===== config.mk =====
export PLATFORM = sky130hd
export DESIGN_NAME = control_instruction_decoder
export DESIGN_NICKNAME = d
export VERILOG_FILES = /design/src/include/ctl_decode_pkg.sv /design/src/core/control_instruction_decoder.sv /design/src/core/ctl_word_classify.sv /design/src/core/machine_clock_div.sv
export SDC_FILE = /design/constraint.sdc
export NUM_CORES = 1
export LEC_CHECK = 0
export BUFFER_PORTS_ARGS = -buffer_cell sky130_fd_sc_hd__buf_2
export CORE_UTILIZATION = 54
export CTS_BUF_LIST = sky130_fd_sc_hd__clkbuf_8
export CTS_CLUSTER_SIZE = 12
export DETAILED_ROUTE_END_ITERATION = 6
export PLACE_DENSITY = 0.88
export SYNTH_ARGS = -nofsm -noshare
export SYNTH_HDL_FRONTEND = slang
export SYNTH_SLANG_ARGS = --single-unit

===== constraint.sdc =====
create_clock -name CLK -period 2.5 [get_ports CLK]
set_clock_uncertainty 0.05 [all_clocks]
set_input_delay 0 -clock CLK [delete_from_list [all_inputs] [get_ports CLK]]
set_output_delay 0 -clock CLK [all_outputs]
set_load 0.01 [all_outputs]

===== src/include/ctl_decode_pkg.sv =====
// constants and types shared by the control-group decoder files
package ctl_decode_pkg;
    localparam int WORD_W = 16;
    // fixed full-word encodings
    localparam logic [15:0] OPC_INTERRUPTS_ON = 16'hCE00;
    localparam logic [15:0] OPC_INTERRUPTS_OFF = 16'hCE01;
    localparam logic [15:0] OPC_CLEAR_SATURATION = 16'hCE02;
    localparam logic [15:0] OPC_SET_SATURATION = 16'hCE03;
    localparam logic [15:0] OPC_BLOCK_AS_DATA = 16'hCE04;
    localparam logic [15:0] OPC_BLOCK_AS_PROGRAM = 16'hCE05;
    localparam logic [15:0] OPC_CLEAR_SIGNEXT = 16'hCE06;
    localparam logic [15:0] OPC_SET_SIGNEXT = 16'hCE07;
    localparam logic [15:0] OPC_PUSH_ACC = 16'hCE1C;
    localparam logic [15:0] OPC_POP_ACC = 16'hCE1D;
    localparam logic [15:0] OPC_SOFT_TRAP = 16'hCE1E;
    localparam logic [15:0] OPC_IDLE = 16'hCE1F;
    localparam logic [15:0] OPC_CLEAR_CARRY = 16'hCE30;
    localparam logic [15:0] OPC_SET_CARRY = 16'hCE31;
    localparam logic [15:0] OPC_CLEAR_TEST = 16'hCE32;
    localparam logic [15:0] OPC_SET_TEST = 16'hCE33;
    localparam logic [15:0] OPC_CLEAR_HOLD = 16'hCE38;
    localparam logic [15:0] OPC_SET_HOLD = 16'hCE39;
    localparam logic [15:0] OPC_NO_OP = 16'h5500;
    // upper-byte and top-nibble encodings
    localparam logic [7:0] HI_CONTROL_GROUP = 8'hCE;
    localparam logic [7:0] HI_TEST_TREG_BIT = 8'h57;
    localparam logic [7:0] HI_LOAD_STATUS_ZERO = 8'h50;
    localparam logic [7:0] HI_LOAD_STATUS_ONE = 8'h51;
    localparam logic [7:0] HI_SAVE_STATUS_ZERO = 8'h78;
    localparam logic [7:0] HI_SAVE_STATUS_ONE = 8'h79;
    localparam logic [7:0] HI_STACK_PUSH_MEM = 8'h54;
    localparam logic [7:0] HI_STACK_POP_MEM = 8'h7A;
    localparam logic [7:0] HI_REPEAT_MEM = 8'h4B;
    localparam logic [7:0] HI_REPEAT_IMM = 8'hCB;
    localparam logic [3:0] NIB_TEST_BIT = 4'h9;
    // field positions
    localparam int TOP_NIB_LSB = 12;
    localparam int HI_BYTE_LSB = 8;
    localparam int BITSEL_LSB = 8;
    localparam int MODE_BIT = 7;
    localparam int ADDR_W = 7;
    localparam int BITSEL_W = 4;
    localparam int IMM_W = 8;
    // machine clock: oscillator divided by four
    localparam int CLK_DIV = 4;

    typedef enum logic [4:0] {
        OP_NONE, OP_TEST_BIT, OP_TEST_TREG_BIT, OP_BLOCK_AS_DATA,
        OP_BLOCK_AS_PROGRAM, OP_INTERRUPTS_ON, OP_INTERRUPTS_OFF, OP_IDLE,
        OP_LOAD_STATUS_ZERO, OP_LOAD_STATUS_ONE, OP_SAVE_STATUS_ZERO,
        OP_SAVE_STATUS_ONE, OP_NO_OP, OP_PUSH_ACC, OP_POP_ACC,
        OP_STACK_PUSH_MEM, OP_STACK_POP_MEM, OP_CLEAR_CARRY, OP_SET_CARRY,
        OP_CLEAR_HOLD, OP_SET_HOLD, OP_CLEAR_SATURATION, OP_SET_SATURATION,
        OP_CLEAR_SIGNEXT, OP_SET_SIGNEXT, OP_CLEAR_TEST, OP_SET_TEST,
        OP_REPEAT_MEM, OP_REPEAT_IMM, OP_SOFT_TRAP
    } op_type;
endpackage : ctl_decode_pkg


===== src/core/control_instruction_decoder.sv =====
// control-group instruction decoder top level
`timescale 1ns/1ps
//
// Contract
// - nibble 1001 is bit test, fields split
// - byte 57 tests bit chosen by treg
// - CE04 block as data, CE05 program
// - CE00 interrupts on, CE01 off
// - CE1F idles until interrupt
// - bytes 50/51 load status zero/one
// - bytes 78/79 save status zero/one
// - 5500 is a one-word no-op
// - CE1C push accumulator, CE1D pop
// - byte 54 push memory, 7A pop
// - CE30 clears carry, CE31 sets
// - CE38 clears hold flag, CE39 sets
// - CE02 clears saturation, CE03 sets
// - CE06 clears sign extension, CE07 sets
// - CE32 clears test flag, CE33 sets
// - byte 4B repeat memory, CB immediate
// - CE1E is software trap
// - machine clock is oscillator over four
module control_instruction_decoder
    import ctl_decode_pkg::*;
(
    input wire logic CLK,
    input wire logic SRST,
    input wire logic [WORD_W-1:0] INSTR_WORD,
    input wire logic INSTR_VALID,
    output logic DEC_VALID,
    output op_type DEC_OP,
    output logic IS_CONTROL,
    output logic OUTSIDE_GROUP,
    output logic MEM_REF,
    output logic MODE_FLAG,
    output logic [ADDR_W-1:0] DIRECT_ADDR,
    output logic [BITSEL_W-1:0] BIT_SELECT,
    output logic BIT_FROM_TREG,
    output logic [IMM_W-1:0] REPEAT_COUNT,
    output logic REPEAT_FROM_MEM,
    output logic INTERRUPTS_ON,
    output logic INTERRUPTS_OFF,
    output logic IDLE_REQ,
    output logic TRAP_REQ,
    output logic BLOCK_AS_PROGRAM,
    output logic BLOCK_CFG_STROBE,
    output logic STACK_PUSH,
    output logic STACK_POP,
    output logic FLAG_STROBE,
    output logic MACHINE_CLOCK_PHASE_A,
    output logic MACHINE_PHASE_START
);
    op_type op;
    logic in_ce_group;
    logic has_mem_ref;
    logic known;

    // decode helpers shared by the pulse registers and the block configuration strobe
    function automatic logic pulse_for(
        input logic valid,
        input op_type o,
        input op_type want
    );
        pulse_for = valid && (o == want);
    endfunction : pulse_for

    function automatic logic pair_for(
        input logic valid,
        input op_type o,
        input op_type first,
        input op_type second
    );
        pair_for = valid && (o == first || o == second);
    endfunction : pair_for

    // refuse a package edit that the fixed word layout cannot serve
    if (WORD_W != 16) begin : gen_word_check
        $error("instruction word must be sixteen bits");
    end
    if (ADDR_W != MODE_BIT) begin : gen_addr_check
        $error("address field must end just below the mode bit");
    end
    if (BITSEL_LSB + BITSEL_W > TOP_NIB_LSB) begin : gen_bitsel_check
        $error("bit select overlaps the top nibble");
    end
    if (IMM_W > HI_BYTE_LSB) begin : gen_imm_check
        $error("repeat count overlaps the upper byte");
    end
    if (CLK_DIV != 4) begin : gen_div_check
        $error("machine clock divider is built for four");
    end

    // one decode shared by the op-based output registers below; valid and field registers take the word directly
    ctl_word_classify u_classify (
        .word(INSTR_WORD),
        .op(op),
        .in_ce_group(in_ce_group),
        .has_mem_ref(has_mem_ref)
    );

    assign known = (op != OP_NONE);

    // derived machine clock, a quarter of the input rate
    machine_clock_div u_clock_div (
        .clk(CLK),
        .srst(SRST),
        .phase_clk(MACHINE_CLOCK_PHASE_A),
        .phase_start(MACHINE_PHASE_START)
    );

    // decoded valid, one cycle after the word
    always_ff @(posedge CLK) begin
        if (SRST) begin
            DEC_VALID <= 1'b0;
        end else begin
            DEC_VALID <= INSTR_VALID;
        end
    end

    // decoded op; idle cycles read as OP_NONE so the core never repeats one
    always_ff @(posedge CLK) begin
        if (SRST) begin
            DEC_OP <= OP_NONE;
        end else begin
            DEC_OP <= INSTR_VALID ? op : OP_NONE;
        end
    end

    // listed control op seen
    always_ff @(posedge CLK) begin
        if (SRST) begin
            IS_CONTROL <= 1'b0;
        end else begin
            IS_CONTROL <= INSTR_VALID && known;
        end
    end

    // hand unknown CE-group words to the illegal-op path
    always_ff @(posedge CLK) begin
        if (SRST) begin
            OUTSIDE_GROUP <= 1'b0;
        end else begin
            OUTSIDE_GROUP <= INSTR_VALID && in_ce_group && !known;
        end
    end

    // memory reference field in use; repeat immediate has none
    always_ff @(posedge CLK) begin
        if (SRST) begin
            MEM_REF <= 1'b0;
        end else begin
            MEM_REF <= INSTR_VALID && has_mem_ref;
        end
    end

    // addressing-mode bit; fields hold their last value when idle
    always_ff @(posedge CLK) begin
        if (SRST) begin
            MODE_FLAG <= 1'b0;
        end else if (INSTR_VALID) begin
            MODE_FLAG <= INSTR_WORD[MODE_BIT];
        end
    end

    // direct address field
    always_ff @(posedge CLK) begin
        if (SRST) begin
            DIRECT_ADDR <= '0;
        end else if (INSTR_VALID) begin
            DIRECT_ADDR <= INSTR_WORD[ADDR_W-1:0];
        end
    end

    // tested bit number
    always_ff @(posedge CLK) begin
        if (SRST) begin
            BIT_SELECT <= '0;
        end else if (INSTR_VALID) begin
            BIT_SELECT <= INSTR_WORD[BITSEL_LSB +: BITSEL_W];
        end
    end

    // immediate repeat count; only meaningful with repeat immediate
    always_ff @(posedge CLK) begin
        if (SRST) begin
            REPEAT_COUNT <= '0;
        end else if (INSTR_VALID) begin
            REPEAT_COUNT <= INSTR_WORD[IMM_W-1:0];
        end
    end

    // bit number taken from the multiplier operand register
    always_ff @(posedge CLK) begin
        if (SRST) begin
            BIT_FROM_TREG <= 1'b0;
        end else begin
            BIT_FROM_TREG <= pulse_for(INSTR_VALID, op,
                OP_TEST_TREG_BIT);
        end
    end

    // repeat count taken from data memory
    always_ff @(posedge CLK) begin
        if (SRST) begin
            REPEAT_FROM_MEM <= 1'b0;
        end else begin
            REPEAT_FROM_MEM <= pulse_for(INSTR_VALID, op,
                OP_REPEAT_MEM);
        end
    end

    // interrupt enable request, one cycle per valid word
    always_ff @(posedge CLK) begin
        if (SRST) begin
            INTERRUPTS_ON <= 1'b0;
        end else begin
            INTERRUPTS_ON <= pulse_for(INSTR_VALID, op,
                OP_INTERRUPTS_ON);
        end
    end

    // interrupt disable request
    always_ff @(posedge CLK) begin
        if (SRST) begin
            INTERRUPTS_OFF <= 1'b0;
        end else begin
            INTERRUPTS_OFF <= pulse_for(INSTR_VALID, op,
                OP_INTERRUPTS_OFF);
        end
    end

    // idle request; the core holds off fetch until an interrupt
    always_ff @(posedge CLK) begin
        if (SRST) begin
            IDLE_REQ <= 1'b0;
        end else begin
            IDLE_REQ <= pulse_for(INSTR_VALID, op,
                OP_IDLE);
        end
    end

    // software trap request
    always_ff @(posedge CLK) begin
        if (SRST) begin
            TRAP_REQ <= 1'b0;
        end else begin
            TRAP_REQ <= pulse_for(INSTR_VALID, op,
                OP_SOFT_TRAP);
        end
    end

    // memory block configuration strobe, either direction
    always_ff @(posedge CLK) begin
        if (SRST) begin
            BLOCK_CFG_STROBE <= 1'b0;
        end else begin
            BLOCK_CFG_STROBE <= pair_for(INSTR_VALID, op, OP_BLOCK_AS_DATA,
                OP_BLOCK_AS_PROGRAM);
        end
    end

    // block setting level that the core applies on the strobe
    always_ff @(posedge CLK) begin
        if (SRST) begin
            BLOCK_AS_PROGRAM <= 1'b0;
        end else begin
            if (INSTR_VALID && op == OP_BLOCK_AS_PROGRAM) begin
                BLOCK_AS_PROGRAM <= 1'b1;
            end else if (INSTR_VALID && op == OP_BLOCK_AS_DATA) begin
                BLOCK_AS_PROGRAM <= 1'b0;
            end
        end
    end

    // stack push pulse; DEC_OP tells accumulator or memory side
    always_ff @(posedge CLK) begin
        if (SRST) begin
            STACK_PUSH <= 1'b0;
        end else begin
            STACK_PUSH <= pair_for(INSTR_VALID, op, OP_PUSH_ACC,
                OP_STACK_PUSH_MEM);
        end
    end

    // stack pop pulse
    always_ff @(posedge CLK) begin
        if (SRST) begin
            STACK_POP <= 1'b0;
        end else begin
            STACK_POP <= pair_for(INSTR_VALID, op, OP_POP_ACC,
                OP_STACK_POP_MEM);
        end
    end

    // mode flag writes: the core takes the flag and value from DEC_OP
    always_ff @(posedge CLK) begin
        if (SRST) begin
            FLAG_STROBE <= 1'b0;
        end else begin
            case (op)
                OP_CLEAR_CARRY, OP_SET_CARRY,
                OP_CLEAR_HOLD, OP_SET_HOLD,
                OP_CLEAR_SATURATION, OP_SET_SATURATION,
                OP_CLEAR_SIGNEXT, OP_SET_SIGNEXT,
                OP_CLEAR_TEST, OP_SET_TEST: begin
                    FLAG_STROBE <= INSTR_VALID;
                end
                default: begin
                    // no-op and the rest touch no flag
                    FLAG_STROBE <= 1'b0;
                end
            endcase
        end
    end
endmodule : control_instruction_decoder


===== src/core/ctl_word_classify.sv =====
// combinational classification of one instruction word
`timescale 1ns/1ps
module ctl_word_classify
    import ctl_decode_pkg::*;
(
    input wire logic [WORD_W-1:0] word,
    output op_type op,
    output logic in_ce_group,
    output logic has_mem_ref
);
    logic [7:0] hi;
    assign hi = word[HI_BYTE_LSB +: 8];
    assign in_ce_group = (hi == HI_CONTROL_GROUP);

    // full-word encodings first, then upper-byte and nibble formats
    always_comb begin
        op = OP_NONE;
        has_mem_ref = 1'b0;
        case (word)
            OPC_BLOCK_AS_DATA: op = OP_BLOCK_AS_DATA;
            OPC_BLOCK_AS_PROGRAM: op = OP_BLOCK_AS_PROGRAM;
            OPC_INTERRUPTS_ON: op = OP_INTERRUPTS_ON;
            OPC_INTERRUPTS_OFF: op = OP_INTERRUPTS_OFF;
            OPC_IDLE: op = OP_IDLE;
            OPC_NO_OP: op = OP_NO_OP;
            OPC_PUSH_ACC: op = OP_PUSH_ACC;
            OPC_POP_ACC: op = OP_POP_ACC;
            OPC_CLEAR_CARRY: op = OP_CLEAR_CARRY;
            OPC_SET_CARRY: op = OP_SET_CARRY;
            OPC_CLEAR_HOLD: op = OP_CLEAR_HOLD;
            OPC_SET_HOLD: op = OP_SET_HOLD;
            OPC_CLEAR_SATURATION: op = OP_CLEAR_SATURATION;
            OPC_SET_SATURATION: op = OP_SET_SATURATION;
            OPC_CLEAR_SIGNEXT: op = OP_CLEAR_SIGNEXT;
            OPC_SET_SIGNEXT: op = OP_SET_SIGNEXT;
            OPC_CLEAR_TEST: op = OP_CLEAR_TEST;
            OPC_SET_TEST: op = OP_SET_TEST;
            OPC_SOFT_TRAP: op = OP_SOFT_TRAP;
            default: begin
                has_mem_ref = 1'b1;
                case (hi)
                    HI_TEST_TREG_BIT: op = OP_TEST_TREG_BIT;
                    HI_LOAD_STATUS_ZERO: op = OP_LOAD_STATUS_ZERO;
                    HI_LOAD_STATUS_ONE: op = OP_LOAD_STATUS_ONE;
                    HI_SAVE_STATUS_ZERO: op = OP_SAVE_STATUS_ZERO;
                    HI_SAVE_STATUS_ONE: op = OP_SAVE_STATUS_ONE;
                    HI_STACK_PUSH_MEM: op = OP_STACK_PUSH_MEM;
                    HI_STACK_POP_MEM: op = OP_STACK_POP_MEM;
                    HI_REPEAT_MEM: op = OP_REPEAT_MEM;
                    HI_REPEAT_IMM: begin
                        op = OP_REPEAT_IMM;
                        has_mem_ref = 1'b0;
                    end
                    default: begin
                        if (word[TOP_NIB_LSB +: 4] == NIB_TEST_BIT) begin
                            op = OP_TEST_BIT;
                        end else begin
                            op = OP_NONE;
                            has_mem_ref = 1'b0;
                        end
                    end
                endcase
            end
        endcase
    end
endmodule : ctl_word_classify


===== src/core/machine_clock_div.sv =====
// divide-by-four machine clock phase generator
`timescale 1ns/1ps
module machine_clock_div
    import ctl_decode_pkg::*;
(
    input wire logic clk,
    input wire logic srst,
    output logic phase_clk,
    output logic phase_start
);
    logic [1:0] count;

    // free-running count; output high for the first half of four cycles
    always_ff @(posedge clk) begin
        if (srst) begin
            count <= 2'h0;
        end else begin
            count <= count + 2'h1;
        end
    end

    // registered so the divided clock carries no decode glitches
    always_ff @(posedge clk) begin
        if (srst) begin
            phase_clk <= 1'b0;
            phase_start <= 1'b0;
        end else begin
            phase_clk <= (count < 2'(CLK_DIV / 2));
            phase_start <= (count == 2'h0);
        end
    end
endmodule : machine_clock_div


==> summary.txt <==
Yosys
  – Synth cell count leaders: 36 x dfxtp_1, 30 x nor2_1, 14 x mux2i_1
  – Post-Syn Instances: 226
  – Synthesized area: between 2000 and 2500 µm²
  – Yosys warning count: 0
  – Post-synth ARST share: 0%
  – Seq/Total Area, Yosys: 34.4%
  – Net Count, Synth: roughly 250
  – Synth unique cells: 62
  – Area leader, netlist: dfxtp_1
  – Mapped Avg Cell Area: approximately 9 µm²
  – Cell with the most instances after synthesis: dfxtp_1
  – Seq cells post-synth: 36
  – Post-synth EDFFs: 0
  – Synth area leaders: dfxtp_1 34%, mux2i_1 6.7%, nor2_1 5.4%
  – Yosys top cell area share: between 30% and 40%
  – Most used flip-flop cell after synthesis: dfxtp_1

Power
  – Power per cell area: about 480 nW/µm²
  – Leak: approximately 1.1 nW
  – Max VDD drop: 0.477 mV

Place
  – GP Congestion: approximately 0.9
  – Port bufs: 60
  – Post-DP HPWL: between 3000 and 4000 µm

Die
  – FP Rows: 22
  – Die width: about 64 µm
  – Die Y: roughly 64 µm
  – Io pins: 61
  – DIE AREA: roughly 4100 µm²
  – Initial core utilization: a little under three fifths
  – Area of the core: ~3700 µm²

Critical path
  – Arrival @ worst endpoint: between 2 and 3 ns
  – Critical Path RT: roughly 2.6 ns
  – Worst setup EP type: register
  – CP peak stage delay: 0.52 ns
  – Crit path buf inv count: 2
  – Slowest cell on the critical path: dlygate4sd3_1
  – Critical path class: in -> reg
  – Crit path launch type: primary input
  – Kind of cell adding the most delay to the critical path: compound AO/OA/AOI/OAI gates
  – Crit path max fanout: 7
  – Cells along the critical path: dlygate4sd3_1 > buf_2 > and4bb_2 > nand3_4 > o32ai_4 > nor4_4 > mux2_4 > o41ai_2 > a21oi_1

Cells and area
  – Filler instances: 310
  – Final Core Density: about 69%
  – Fin nets: between 200 and 300
  – Ratio of cells with drive above 1 in the final layout: 35.5%
  – Area Growth Syn to Fin: 21.1%
  – Number of diodes: 0

Drt
  – Detail Route Antenna Nets: 0
  – Vias: just under 2,000
  – DRC violations left: 0
  – Routed WL per cell: roughly 16 µm
  – Routed Wire Length: approximately 5200 µm
  – Initial DRC Count: 98
  – DR vias/cell: roughly 6
  – DR pass1 iterations: 4

Clock network
  – H-tree depth: 2
  – Sink Count: 36
  – Clock Path Buffers: 2
  – Worst-path clk slew: roughly 0.07 ns
  – Number of CTS-inserted buffers: 5
  – CTS tree: yes
  – Clk_lat worst skew: between 0.2 and 0.3 ns
  – Root buf cell: clkbuf_8

Timing
  – Fin Hold WS: around 0.016 ns
  – Pins Over Slew Limit: 0
  – Tmin final: between 2 and 2.5 ns
  – Rel. slew slack: 65.1%
  – Max Clk Rate: around 0.41 GHz
  – Slew @ Worst Pin: just over 0.5 ns
  – Final Hold Fails: 0
  – Final count of negative-setup-slack endpoints: 0
  – Tcrit/Tclk final: 97.5%

Global route
  – Vias in the first global route: ~1,800
  – Initial antenna violation count: 0
  – First-pass GRT wire length: between 7000 and 8000 µm
  – GRT Total Usage: 24.7%
  – Overflow after GRT: 0
  – Largest net degree at the start of global routing: 19

Hold path
  – Worst min-delay path category: in -> reg

Outcome
  – Status: complete, no violations

Run
  – Max_cap viols: 0
[worst paths after layout]
path / startpoint / endpoint / slack [ns] / cells past startpoint
setup / recovery: INSTR_WORD[11] / BLOCK_AS_PROGRAM / 0.06 / 9
hold / removal: SRST / u_clock_div.count[0] / 0.02 / 2
setup reg to reg: u_clock_div.count[0] / u_clock_div.count[1] / 1.54 / 3
hold reg to reg: u_clock_div.count[1] / u_clock_div.phase_clk / 0.37 / 1
[stage by stage]
step	cell area [µm²]	total power, mW	setup TNS [ns]	instances	setup WS, ns
after floorplan	2090	0.738	0	226	0.581
after global placement	2330	0.784	0	316	0.290
after detailed placement	2330	0.788	0	316	0.253
after CTS	2440	1.21	0	325	0.0339
after global routing	2540	1.26	-0.0421	327	-0.0319
final	2540	1.21	0	327	0.0621
[report_power, final]
group	switching, mW	internal, mW
Combinational	0.110	0.0721
Sequential	0.0100	0.593
Clock	0.202	0.219
Total	0.322	0.885
[registers in the layout (all words and copies together), names as in the netlist, 2 cells and up]
name / count
DIRECT_ADDR: 6
BIT_SELECT: 4
DEC_OP: 5
u_clock_div.count: 2
[repair_timing]
| item | CTS | global route |
|---|---|---|
| endpoints found under the hold margin | 1 | 0 |
| endpoints found under the setup margin | 0 | 5 |
| gates resized for setup | 0 | 12 |
| hold buffers | 1 | 0 |
| setup buffers | 0 | 2 |
[logic make-up (layout without fill, tap and decap cells)]
| logic type | count (synthesis) | count (layout) | synth area share [%] |
|---|---|---|---|
| AOI/OAI and AO/OA | 37 | 37 | 15.3 |
| xor gates and xnor gates | 2 | 2 | 0.836 |
| adders and majority gates | 1 | 1 | 0.597 |
| buffers and inverters | 26 | 79 | 7.41 |
| DFF | 36 | 36 | 34.4 |
| muxes | 16 | 16 | 8.06 |
| and+or+nand+nor | 108 | 108 | 33.4 |
[layout make-up]
class	count	area (µm²)	share of cell area (%)
Clock inverter	2	10.0	0.394
Clock buffer	6	82.6	3.25
Timing Repair Buffer	64	333	13.1
Multi-Input combinational cell	164	1310	51.4
Sequential cell	36	721	28.4
Inverter	7	26.3	1.04
Tap cell	48	60.1	2.37
[per-layer routing]
layer	vias up	global-route usage [%]	wire, µm
met5	-	0	0
met2	104	43.6	2650
li1	934	-	-
met3	17	7.32	383
met4	0	12.8	172
met1	915	26.3	2010
[cells in the final DEF, fill, tap and decap left out, types with 3 or more instances in the layout]
| cell | n |
|---|---|
| nor4bb_1 | 3 |
| nor4_4 | 3 |
| a31oi_1 | 6 |
| inv_1 | 7 |
| and2_1 | 3 |
| nor2_1 | 30 |
| nand2_1 | 8 |
| buf_4 | 3 |
| mux2i_1 | 14 |
| and3_1 | 7 |
| buf_2 | 60 |
| nand3_1 | 5 |
| dfxtp_1 | 36 |
| nand4_1 | 3 |
| nor3_1 | 6 |
| nor4b_1 | 4 |
| nor2b_1 | 5 |
| clkbuf_8 | 6 |
| nand3b_1 | 4 |
| nand2b_1 | 4 |
| a21oi_1 | 5 |
Note: power is estimated with default switching activity, not from simulation.
